### src/design/rag_pkg.sv
// Shared constants, types and helpers for rotor alignment and bus overvoltage guard.
package rag_pkg;

  // Core clock period in nanoseconds.
  localparam int CLK_PERIOD_NS = 10;

  // Width of a sensing pulse in ns; a least time, so the cycle count rounds up.
  localparam int PULSE_TIME_NS = 20000;
  localparam int PULSE_CYCLES = (PULSE_TIME_NS + CLK_PERIOD_NS - 1) / CLK_PERIOD_NS;

  // Current decay gap after each pulse in ns; also a least time.
  localparam int DECAY_TIME_NS = 30000;
  localparam int DECAY_CYCLES = (DECAY_TIME_NS + CLK_PERIOD_NS - 1) / CLK_PERIOD_NS;

  // Width of current and bus voltage samples.
  localparam int SAMPLE_W = 12;

  // Width of the pulse and gap timer.
  localparam int TIMER_W = 16;

  // Gate drive for the three legs, bit 0 is phase U, bit 1 V, bit 2 W.
  typedef struct packed {
    logic [2:0] high;
    logic [2:0] low;
  } rag_gate_t;

  // All switches open; the reset value of the gate outputs.
  localparam rag_gate_t GATE_OFF = '{high: 3'h0, low: 3'h0};

  // Zero vector: every low-side switch on, every high-side switch off.
  localparam rag_gate_t GATE_ZERO_VECTOR = '{high: 3'h0, low: 3'h7};

  // Sector code reported when the polarity pattern is not a legal one.
  localparam logic [2:0] SECTOR_NONE = 3'h7;

  // Alignment result and progress as seen by the control logic.
  typedef struct packed {
    logic busy;
    logic done;
    logic valid;
    logic [2:0] polarity;
    logic [2:0] sector;
  } rag_align_status_t;

  // Reset value of the alignment status.
  localparam rag_align_status_t STATUS_RESET = '{
    busy: 1'b0, done: 1'b0, valid: 1'b0, polarity: 3'h0, sector: 3'h7};

  // Alignment sequencer states.
  typedef enum logic [2:0] {
    ST_IDLE,
    ST_FWD,
    ST_GAP_FWD,
    ST_REV,
    ST_GAP_REV
  } rag_state_t;

  // Maps the three half-turn polarity results onto a sixty-degree sector index.
  function automatic logic [2:0] sector_of(input logic [2:0] pol);
    logic [2:0] sec;
    sec = SECTOR_NONE;
    case (pol)
      3'h1: sec = 3'h0;
      3'h3: sec = 3'h1;
      3'h2: sec = 3'h2;
      3'h6: sec = 3'h3;
      3'h4: sec = 3'h4;
      3'h5: sec = 3'h5;
      default: sec = SECTOR_NONE;
    endcase
    return sec;
  endfunction

endpackage

### src/design/rag_peak_hold.sv
// Peak detector that holds the largest current sample seen since its last clear.
`timescale 1ns/1ps
`default_nettype none
module rag_peak_hold #(
  parameter int W = 12
) (
  input wire logic clk,
  input wire logic rstn,
  input wire logic clear,
  input wire logic sampleEn,
  input wire logic [W-1:0] sample,
  output logic [W-1:0] peak
);

  // A clear restarts the hold at zero; the sample in that cycle still counts.
  always_ff @(posedge clk) begin
    if (!rstn) begin
      peak <= '0;
    end else if (clear) begin
      peak <= sampleEn ? sample : '0;
    end else if (sampleEn && (sample > peak)) begin
      peak <= sample;
    end
  end

endmodule
`default_nettype wire

### src/design/rag_rotor_align_guard.sv
// Inverter gate control with start-up rotor alignment sensing and overvoltage zero vector.
//
// Summary of operation
// - Each sensing pulse applies bus voltage for one fixed, preset time.
// - Forward pulse: selected leg high, other two legs low.
// - Opposing pulse follows on the same winding: two legs high, selected leg low.
// - Capture the peak current of both pulses and compare them.
// - Larger peak marks the magnet polarity, giving position within half a turn.
// - Repeat for the other two phases and combine into a sixty-degree sector.
// - Flag critical overvoltage when bus voltage exceeds the configurable threshold.
// - Overvoltage forces the zero vector, all low sides on, above every fault.
// - Hold the zero vector while the overvoltage fault stays set.
`timescale 1ns/1ps
`default_nettype none
module rag_rotor_align_guard #(
  parameter int PULSE_CYC = rag_pkg::PULSE_CYCLES,
  parameter int DECAY_CYC = rag_pkg::DECAY_CYCLES
) (
  input wire logic clk,
  input wire logic rstn,
  input wire logic alignStart,
  input wire logic [rag_pkg::SAMPLE_W-1:0] currentSample,
  input wire logic currentValid,
  input wire logic [rag_pkg::SAMPLE_W-1:0] busVoltage,
  input wire logic [rag_pkg::SAMPLE_W-1:0] ovThreshold,
  input wire logic ovClear,
  input wire logic faultActive,
  input wire rag_pkg::rag_gate_t pwmRequest,
  output rag_pkg::rag_gate_t gate,
  output rag_pkg::rag_align_status_t alignStatus,
  output logic criticalBusOvervoltage
);
  import rag_pkg::*;

  localparam logic [TIMER_W-1:0] PULSE_LAST = TIMER_W'(PULSE_CYC - 1);
  localparam logic [TIMER_W-1:0] DECAY_LAST = TIMER_W'(DECAY_CYC - 1);

  rag_state_t state;
  logic [TIMER_W-1:0] timer;
  logic [1:0] phase;
  logic [2:0] polarity;
  logic [SAMPLE_W-1:0] fwdPeak;
  logic [SAMPLE_W-1:0] peak;
  logic peakClear;
  logic pulseOn;
  logic overVoltage;
  logic timerDone;
  logic [2:0] phaseMask;
  rag_gate_t alignGate;
  rag_gate_t next_gate;

  // Bus voltage comparison; samples arrive from converter logic on this clock.
  assign overVoltage = busVoltage > ovThreshold;

  // The timer ends the current pulse or gap at its fixed preset length.
  assign timerDone = ((state == ST_FWD) || (state == ST_REV)) ? (timer == PULSE_LAST)
                                                              : (timer == DECAY_LAST);
  assign phaseMask = 3'h1 << phase;
  assign pulseOn = (state == ST_FWD) || (state == ST_REV);

  // Hold the peak at zero outside every pulse, gaps after opposing pulses included.
  // Without the clear in the last gap an opposing peak would leak into the next phase.
  assign peakClear = !pulseOn;

  // Only samples taken while voltage is applied feed the peak.
  rag_peak_hold #(
    .W(SAMPLE_W)
  ) uPeak (
    .clk(clk),
    .rstn(rstn),
    .clear(peakClear),
    .sampleEn(pulseOn && currentValid),
    .sample(currentSample),
    .peak(peak)
  );

  // Sticky overvoltage flag; a new excess in the clear cycle keeps it set.
  always_ff @(posedge clk) begin
    if (!rstn) begin
      criticalBusOvervoltage <= 1'b0;
    end else if (overVoltage) begin
      criticalBusOvervoltage <= 1'b1;
    end else if (ovClear) begin
      criticalBusOvervoltage <= 1'b0;
    end
  end

  // Alignment sequencer: forward pulse, gap, opposing pulse, gap, for each phase.
  // An overvoltage aborts the sequence, since the zero vector would spoil the peaks.
  always_ff @(posedge clk) begin
    if (!rstn) begin
      state <= ST_IDLE;
      timer <= '0;
      phase <= 2'h0;
    end else if (criticalBusOvervoltage || overVoltage) begin
      state <= ST_IDLE;
      timer <= '0;
      phase <= 2'h0;
    end else begin
      unique case (state)
        ST_IDLE: begin
          timer <= '0;
          phase <= 2'h0;
          if (alignStart && !faultActive) begin
            state <= ST_FWD;
          end
        end
        ST_FWD: begin
          timer <= timerDone ? '0 : timer + 1'b1;
          if (timerDone) begin
            state <= ST_GAP_FWD;
          end
        end
        ST_GAP_FWD: begin
          timer <= timerDone ? '0 : timer + 1'b1;
          if (timerDone) begin
            state <= ST_REV;
          end
        end
        ST_REV: begin
          timer <= timerDone ? '0 : timer + 1'b1;
          if (timerDone) begin
            state <= ST_GAP_REV;
          end
        end
        ST_GAP_REV: begin
          timer <= timerDone ? '0 : timer + 1'b1;
          if (timerDone) begin
            phase <= (phase == 2'h2) ? 2'h0 : phase + 2'h1;
            state <= (phase == 2'h2) ? ST_IDLE : ST_FWD;
          end
        end
      endcase
    end
  end

  // Keep the forward peak and decide polarity once the opposing peak is known.
  always_ff @(posedge clk) begin
    if (!rstn) begin
      fwdPeak <= '0;
      polarity <= 3'h0;
    end else begin
      if ((state == ST_FWD) && timerDone) begin
        fwdPeak <= peak;
      end
      if ((state == ST_REV) && timerDone) begin
        polarity[phase] <= fwdPeak > peak;
      end
    end
  end

  // Result register; the sector is only published after all three phases.
  always_ff @(posedge clk) begin
    if (!rstn) begin
      alignStatus <= STATUS_RESET;
    end else begin
      alignStatus.busy <= (state != ST_IDLE) && !criticalBusOvervoltage && !overVoltage;
      alignStatus.done <= 1'b0;
      if ((state == ST_IDLE) && alignStart && !faultActive) begin
        alignStatus.valid <= 1'b0;
      end
      if ((state == ST_GAP_REV) && timerDone && (phase == 2'h2) && !criticalBusOvervoltage
          && !overVoltage) begin
        alignStatus.done <= 1'b1;
        alignStatus.valid <= sector_of(polarity) != SECTOR_NONE;
        alignStatus.polarity <= polarity;
        alignStatus.sector <= sector_of(polarity);
      end
    end
  end

  // Sensing pulse patterns; gaps leave every switch open so the current decays.
  always_comb begin
    alignGate = GATE_OFF;
    if (state == ST_FWD) begin
      alignGate.high = phaseMask;
      alignGate.low = ~phaseMask;
    end else if (state == ST_REV) begin
      alignGate.high = ~phaseMask;
      alignGate.low = phaseMask;
    end
  end

  // Output priority: overvoltage, then faults, then alignment, then normal PWM.
  // A requested pair with both sides on is resolved to the low side.
  always_comb begin
    next_gate = GATE_OFF;
    if (criticalBusOvervoltage || overVoltage) begin
      next_gate = GATE_ZERO_VECTOR;
    end else if (faultActive) begin
      next_gate = GATE_OFF;
    end else if (state != ST_IDLE) begin
      next_gate = alignGate;
    end else begin
      next_gate.low = pwmRequest.low;
      next_gate.high = pwmRequest.high & ~pwmRequest.low;
    end
  end

  // Gate drive comes straight from a flip-flop to avoid glitches on the driver inputs.
  always_ff @(posedge clk) begin
    if (!rstn) begin
      gate <= GATE_OFF;
    end else begin
      gate <= next_gate;
    end
  end

  // Checks kept beside the logic they guard.
  a_ov_sets_flag: assert property (@(posedge clk) disable iff (!rstn)
    (busVoltage > ovThreshold) |=> criticalBusOvervoltage)
    else $error("overvoltage flag not set");

  a_ov_zero_vector: assert property (@(posedge clk) disable iff (!rstn)
    (criticalBusOvervoltage && faultActive) |=> (gate == GATE_ZERO_VECTOR))
    else $error("zero vector not forced");

  a_ov_hold_state: assert property (@(posedge clk) disable iff (!rstn)
    (criticalBusOvervoltage && !ovClear) |=> criticalBusOvervoltage
      ##1 (gate == GATE_ZERO_VECTOR))
    else $error("overvoltage hold lost");

  a_leg_exclusive: assert property (@(posedge clk) disable iff (!rstn)
    (gate.high & gate.low) == 3'h0)
    else $error("both switches of a leg on");

  a_pulse_length: assert property (@(posedge clk) disable iff (!rstn)
    (state == ST_FWD) |-> (timer <= PULSE_LAST))
    else $error("sensing pulse too long");

  a_fwd_pattern: assert property (@(posedge clk) disable iff (!rstn)
    ((state == ST_FWD) && !faultActive && !overVoltage && !criticalBusOvervoltage)
      |=> (gate.high == $past(phaseMask)) && (gate.low == ~$past(phaseMask)))
    else $error("forward pattern wrong");

  a_rev_follows: assert property (@(posedge clk) disable iff (!rstn)
    ((state == ST_GAP_FWD) && timerDone && !overVoltage && !criticalBusOvervoltage)
      |=> (state == ST_REV) && (phase == $past(phase)))
    else $error("opposing pulse missing");

  a_polarity_pick: assert property (@(posedge clk) disable iff (!rstn)
    ((state == ST_REV) && timerDone && !overVoltage && !criticalBusOvervoltage)
      |=> (polarity[$past(phase)] == ($past(fwdPeak) > $past(peak))))
    else $error("polarity decision wrong");

  a_sector_result: assert property (@(posedge clk) disable iff (!rstn)
    alignStatus.done |-> (alignStatus.sector == sector_of(alignStatus.polarity)))
    else $error("sector does not match polarity");

endmodule
`default_nettype wire

### config.mk
export PLATFORM = sky130hd
export DESIGN_NAME = rag_rotor_align_guard
export DESIGN_NICKNAME = d
export VERILOG_FILES = /design/src/design/rag_pkg.sv /design/src/design/rag_peak_hold.sv /design/src/design/rag_rotor_align_guard.sv
export SDC_FILE = /design/constraint.sdc
export NUM_CORES = 1
export LEC_CHECK = 0
export ABC_AREA = 1
export BUFFER_PORTS_ARGS = -buffer_cell sky130_fd_sc_hd__buf_2
export CAP_MARGIN = 20
export CELL_PAD_IN_SITES_DETAIL_PLACEMENT = 0
export CELL_PAD_IN_SITES_GLOBAL_PLACEMENT = 1
export CORE_ASPECT_RATIO = 1.1
export CORE_MARGIN = 2
export CORE_UTILIZATION = 35
export DETAILED_ROUTE_END_ITERATION = 10
export PLACE_DENSITY = 0.7
export SYNTH_ARGS = -nofsm -noshare
export SYNTH_HDL_FRONTEND = slang
export SYNTH_SLANG_ARGS = --single-unit
export TNS_END_PERCENT = 10
### constraint.sdc
create_clock -name clk -period 3.45 [get_ports clk]
set_clock_uncertainty 0.1 [all_clocks]
set_input_delay 0 -clock clk [delete_from_list [all_inputs] [get_ports clk]]
set_output_delay 0 -clock clk [all_outputs]
set_load 0.01 [all_outputs]
## Word-level counts from Yosys, hierarchy flattened

Index checks and enable logic that the tools add are counted.
Widths: inputs -> output; s select.

- Add/sub/neg operators: 2
- Order comparisons: 5
- Equality and inequality tests: 20
- Shift-type cells: 1
- Mux-type cells: 31
- Bitwise logic cells: 4
- Reduce and logical (&&, ||, !) cells: 29

Operators with widths:

| operator | count |
|---|---|
| $gt 12x12->1 | 3 |
| $mux 12 | 3 |
| $pmux 16 s2 | 1 |
| $mux 3 | 9 |
| $mux 6 | 3 |
| $pmux 3 s6 | 1 |
| $add 16x1->16 const B | 1 |
| $eq 16x11->1 const B | 1 |
| $eq 16x12->1 const B | 1 |
| $mux 16 | 1 |
| $pmux 3 s5 | 1 |
| $logic_and 1x1->1 | 14 |
| $eq 3x2->1 const B | 4 |
| $eq 3x3->1 const B | 4 |
| $ne 2x2->1 const B | 5 |
| $mux 8 | 1 |
| $eq 3x1->1 const B | 2 |
| $mux 1 | 6 |
| $not 3->3 | 2 |
| $reduce_bool 2->1 | 3 |
| $reduce_and 5->1 | 1 |
| $mux 2 | 2 |
| $pmux 2 s2 | 1 |
| $reduce_or 4->1 | 1 |
| 18 further kinds | 21 |

- Register bits: 64
- Output and inout port bits: 16
- Logic and storage cells: 106

## Depth between registers and ports, before layout

- Depth in word-level cells: 11
- Depth in mapped cells: 15
- Mapped depth without buffers: 14

## Modules after synthesis

A second synthesis with hierarchy kept.

- Cell total of the unflattened synthesis: 581
- Area, all modules: 3941.3 um^2

Modules (own cells, without submodules):

| module | times used | cells an instance | area each (um^2) | seq. area each (um^2) |
|---|---|---|---|---|
| rag_rotor_align_guard | 1 | 438 | 3034.2 | 1041.0 |
| rag_peak_hold | 1 | 143 | 907.1 | 240.2 |

## Worst setup path after synthesis

Ideal clock, no wire load.

- Path kind: register to register
- From: register timer[0]
- To: register alignStatus[0] in the netlist's numbering
- Setup time: 0.128 ns
- Data arrival time: 1.488 ns
- Required time: 3.222 ns
- Path slack: 1.733 ns
- Stages on the path, launching flop included: 11
- Clock period less this slack: 1.717 ns
- Cell sequence: dfxtp_1 ha_1 nand2_1 inv_1 nand3_1 nor2_1 nand3_4 nor2_4 nand2_2 o21ai_0 nand3_1

- Cells in the longest elaborated chain, start to end: 6
- Elaborated cells between the ends (all ways): 7

Ends and longest elaborated chain:

| what | RTL line | source |
|---|---|---|
| start: declaration | rag_rotor_align_guard.sv:39 | `logic [TIMER_W-1:0] timer;` |
| start signal: assignment | rag_rotor_align_guard.sv:109 | `timer <= timerDone ? '0 : timer + 1'b1;` |
| start signal: assignment | rag_rotor_align_guard.sv:115 | `timer <= timerDone ? '0 : timer + 1'b1;` |
| start signal: assignment | rag_rotor_align_guard.sv:121 | `timer <= timerDone ? '0 : timer + 1'b1;` |
| $eq 16x12->1 / $eq 16x11->1 (equally long branches) | rag_rotor_align_guard.sv:57, rag_rotor_align_guard.sv:56 |  |
| $mux 1 (*) | rag_rotor_align_guard.sv:56 | `assign timerDone = ((state == ST_FWD) \|\| (state == ST_REV)) ? (timer == PULSE_LAST)` |
| $logic_and 1x1->1 (*) (3 in series) | rag_rotor_align_guard.sv:162 | `if ((state == ST_GAP_REV) && timerDone && (phase == 2'h2) && !criticalBusOvervoltage` |
| $logic_and 1x1->1 (*) | rag_rotor_align_guard.sv:163 | `&& !overVoltage) begin` |
| end: declaration | rag_rotor_align_guard.sv:30 | `output rag_pkg::rag_align_status_t alignStatus,` |

Every way passes the cells marked *; elsewhere a longest branch is shown, timed or not.
A chain may end at the register's enable or synchronous reset.

## Worst setup path in the final report

- From: register state[0]
- To: register gate[2] in the netlist's numbering

- Cells in the longest elaborated chain, start to end: 6
- Elaborated cells between the ends (all ways): 8

Ends and longest elaborated chain:

| what | RTL line | source |
|---|---|---|
| start: declaration | rag_rotor_align_guard.sv:38 | `rag_state_t state;` |
| start signal: assignment | rag_rotor_align_guard.sv:130 | `state <= (phase == 2'h2) ? ST_IDLE : ST_FWD;` |
| $eq 3x2->1 | rag_rotor_align_guard.sv:178 | `end else if (state == ST_REV) begin` |
| $mux 6 | rag_rotor_align_guard.sv:178 |  |
| $mux 6 | rag_rotor_align_guard.sv:175 | `if (state == ST_FWD) begin` |
| $mux 6 (*) | rag_rotor_align_guard.sv:192 | `end else if (state != ST_IDLE) begin` |
| $mux 3 (*) | rag_rotor_align_guard.sv:190 | `end else if (faultActive) begin` |
| $mux 3 (*) | rag_rotor_align_guard.sv:188 | `if (criticalBusOvervoltage \|\| overVoltage) begin` |
| end signal: assignment | rag_rotor_align_guard.sv:205 | `gate <= next_gate;` |
| end: declaration | rag_rotor_align_guard.sv:29 | `output rag_pkg::rag_gate_t gate,` |

Marks and branches as above.

==> results by group <==
Clocking
  • CTS Buffer Depth: 2
  • Insertion delay to the later sink of the worst-skew pair: 340 ps
  • Setup bufs post-CTS: 0
  • CTS Buf Count: 9
  • CTS sink cnt: 64
  • Worst-path clk slew: roughly 70 ps
  • Root buf cell: clkbuf_8
  • H-tree depth: 3
  • CTS tree: yes

Worst hold path
  • Hold depth: 5
  • Hold Path Class: input port to flip-flop

Detailed routing
  • Final ANT Viol Nets: 0
  • Pre-Repair DR Iteration Count: 4
  • # DRC: 0
  • Routed len/inst: 12.1 um
  • DRT iter0 DRCs: between 100 and 150
  • Via count: 3366
  • DRT Wirelength: 8650 um
  • Vias per inst: 4.71

Yosys
  • Sequential cell area fraction in the yosys report: 35.4%
  • EDFF count, synth: 0
  • Top-count cell post-synth: inv_1
  • Gate Count Post-Synth: 500
  • Synth Cell Area: 0.00361 mm2
  • Share of the synthesized area in the top cell type: 35.4%
  • Largest area contributor in the netlist: dfxtp_1
  • Cell variety after synth: 31
  • Post-synthesis async set-or-reset flop share: 0%
  • Dominant cells by area after synthesis: dfxtp_1, ha_1, inv_1
  • Commonest cells post-synth: inv_1, nor2_1, nand2_1, dfxtp_1, a21oi_1
  • Warnings, synthesis: 0
  • Synth Net Count: 585
  • Synth Register Bits: 64
  • Synth Area per Inst: a little over 7 um2
  • Main synth FF type: dfxtp_1

STA
  • Fmax: 0.342 GHz
  • Final hold viol count: 0
  • Setup TNS: 0 ps
  • Fin crit share: between 80 and 90%
  • Least-Margin Pin Slew: 761 ps
  • Final setup violation count: 0
  • Relative slew slack: 49.2%
  • RSZ-0062 raised after global routing: no
  • Slew Limit Fails: 0
  • Min cycle time layout: a little under 3000 ps

Global routing
  • Number of global-route vias before repair: 3364
  • Total GRT Usage: 16.4%
  • Antenna violations before repair: 0
  • Largest net degree at the start of global routing: 25
  • GRT overflow: 0
  • First-pass GRT wire length: 14800 um

Layout
  • Finished Cell Area: 0.00447 mm2
  • Antenna Diode Count: 0
  • Area occupied by multi-input gates: 0.00200 mm2
  • Area growth syn-to-layout: 23.6%
  • Register area: 0.00128 mm2
  • NumNets Final: just under 700
  • Layout cells sized above 1: about 15%
  • Fill cell count: 1047

Worst setup path
  • Setup crit end kind: flip-flop
  • Critical-path top delay cell: dlygate4sd3_1
  • Cells along the critical path: inv_2, nor2_4, nand2_1, o211ai_1, o21ai_0, o21ai_0, dlygate4sd3_1, nand2_1, dlygate4sd3_1, inv_1
  • Max Fanout on Critical Path: 14
  • Crit. path cell count: 10
  • Worst r2r path cells: 10
  • WP data arrival: 3110 ps
  • CP bufs+invs: 4
  • Max incr delay on CP: roughly 570 ps
  • Cell family with the largest share of critical-path delay: buffers and inverters
  • Crit path required time: 3640 ps
  • Critical path startpoint category: flip-flop
  • Crit Path Category: flip-flop to flip-flop

Outcome
  • Outcome: finished clean

Placement
  • GPL Wtd Cong: approximately 0.81
  • I/O Buffers: 63
  • Placed Area: 0.00403 mm2
  • DP Wirelength: roughly 6500 um

Power
  • Peak VDD IR: 0.209 mV
  • PD cells: 339 mW/mm2
  • Static leakage: 1.96 nW

Floorplanning
  • Initial Util: between 30% and 40%
  • Core Box Area: roughly 0.0099 mm2
  • Area of the die: 0.0112 mm2
  • Chip Height: 111 um
  • Die width: between 100 and 150 um
  • FP Rows: 38
  • I/O pin total: 64

Job
  • Max cap viols: 0
[state kept, by name (all words and copies together) (netlist names)]
name                    flops
alignStatus                 9
criticalBusOvervoltage      1
fwdPeak                    12
gate                        6
phase                       2
polarity                    3
state                       3
timer                      16
uPeak.peak                 12
[kinds of logic (layout without fill, tap and decap cells)]
group                    count (synthesis)  after routing  synth area share (%)
AO/OA/AOI/OAI                           93             93                  13.9
adder cells (fa/ha/maj)                 37             37                  12.8
AND/OR/NAND/NOR                        207            207                  25.4
flip-flops                              64             64                  35.4
buffers and inverters                   86            181                  9.31
XOR/XNOR                                13             13                  3.15
[per-stage QoR]
step	hold slack (ps)	setup slack, ps	instances	total power [W]	util, %
after CTS	100	544	715	0.00153	45.0
after detailed placement	169	1100	673	0.000972	40.5
after global placement	166	1140	673	0.000971	40.5
final	115	528	715	0.00151	45.0
after global routing	158	246	715	0.00160	45.0
after floorplan	38.4	1730	500	0.000903	-
[worst paths after layout]
kind | start | endpoint | slack (ps)
worst min-delay path | ovThreshold[0] | criticalBusOvervoltage | 110
worst min register to register | timer[0] | timer[0] | 370
worst max register to register | state[0] | gate[2] | 530
worst max-delay path | state[0] | gate[2] | 530
[layout by cell type, fill, tap and decap left out, types with 2 or more instances in the layout]
| master | instances |
|---|---|
| nand2_1 | 68 |
| nand2_2 | 2 |
| clkinvlp_4 | 2 |
| dlygate4sd3_1 | 29 |
| a21oi_1 | 44 |
| xnor2_1 | 2 |
| inv_1 | 74 |
| clkbuf_8 | 9 |
| ha_1 | 37 |
| buf_2 | 63 |
| nand3_1 | 43 |
| nand3_2 | 2 |
| o21bai_1 | 2 |
| nor2_4 | 3 |
| o211ai_1 | 3 |
| o21ai_0 | 35 |
| xor2_1 | 11 |
| nand4_1 | 8 |
| o22ai_1 | 3 |
| dfxtp_1 | 64 |
| nor3_1 | 7 |
| inv_2 | 2 |
| clkinv_2 | 2 |
| a221oi_1 | 3 |
| nor2_1 | 71 |
[power breakdown]
| part | internal (W) | leakage (nW) | switching (W) |
|---|---|---|---|
| combinational | 0.000103 | 1.37 | 0.000130 |
| sequential | 0.000750 | 0.517 | 0.00000553 |
| clock | 0.000246 | 0.0728 | 0.000279 |
| total | 0.00110 | 1.96 | 0.000415 |
[per-layer routing]
metal	track usage (%)	up-vias	routed length (um)
li1	-	1823	-
met1	19.8	1474	4080
met2	28.4	57	4130
met3	2.66	12	283
met4	6.67	0	146
met5	0	-	0
[worst min-delay path: stages]
cell	delay, ps
buf_2	80
ha_1	110
nand4_1	110
nand2_1	140
a21oi_1	70
[final cells by class]
type	instances	area share, %
Inverter	76	6.38
Multi-Input combinational cell	350	44.7
Clock buffer	9	2.77
Clock inverter	4	0.560
Sequential cell	64	28.7
Tap cell	120	3.36
Timing Repair Buffer	92	13.6
[timing repair]
action,in CTS,in global routing
hold buffers,29,0
hold endpoints to repair,24,0
gates resized for setup,0,0
(Power assumes the default switching activity.)
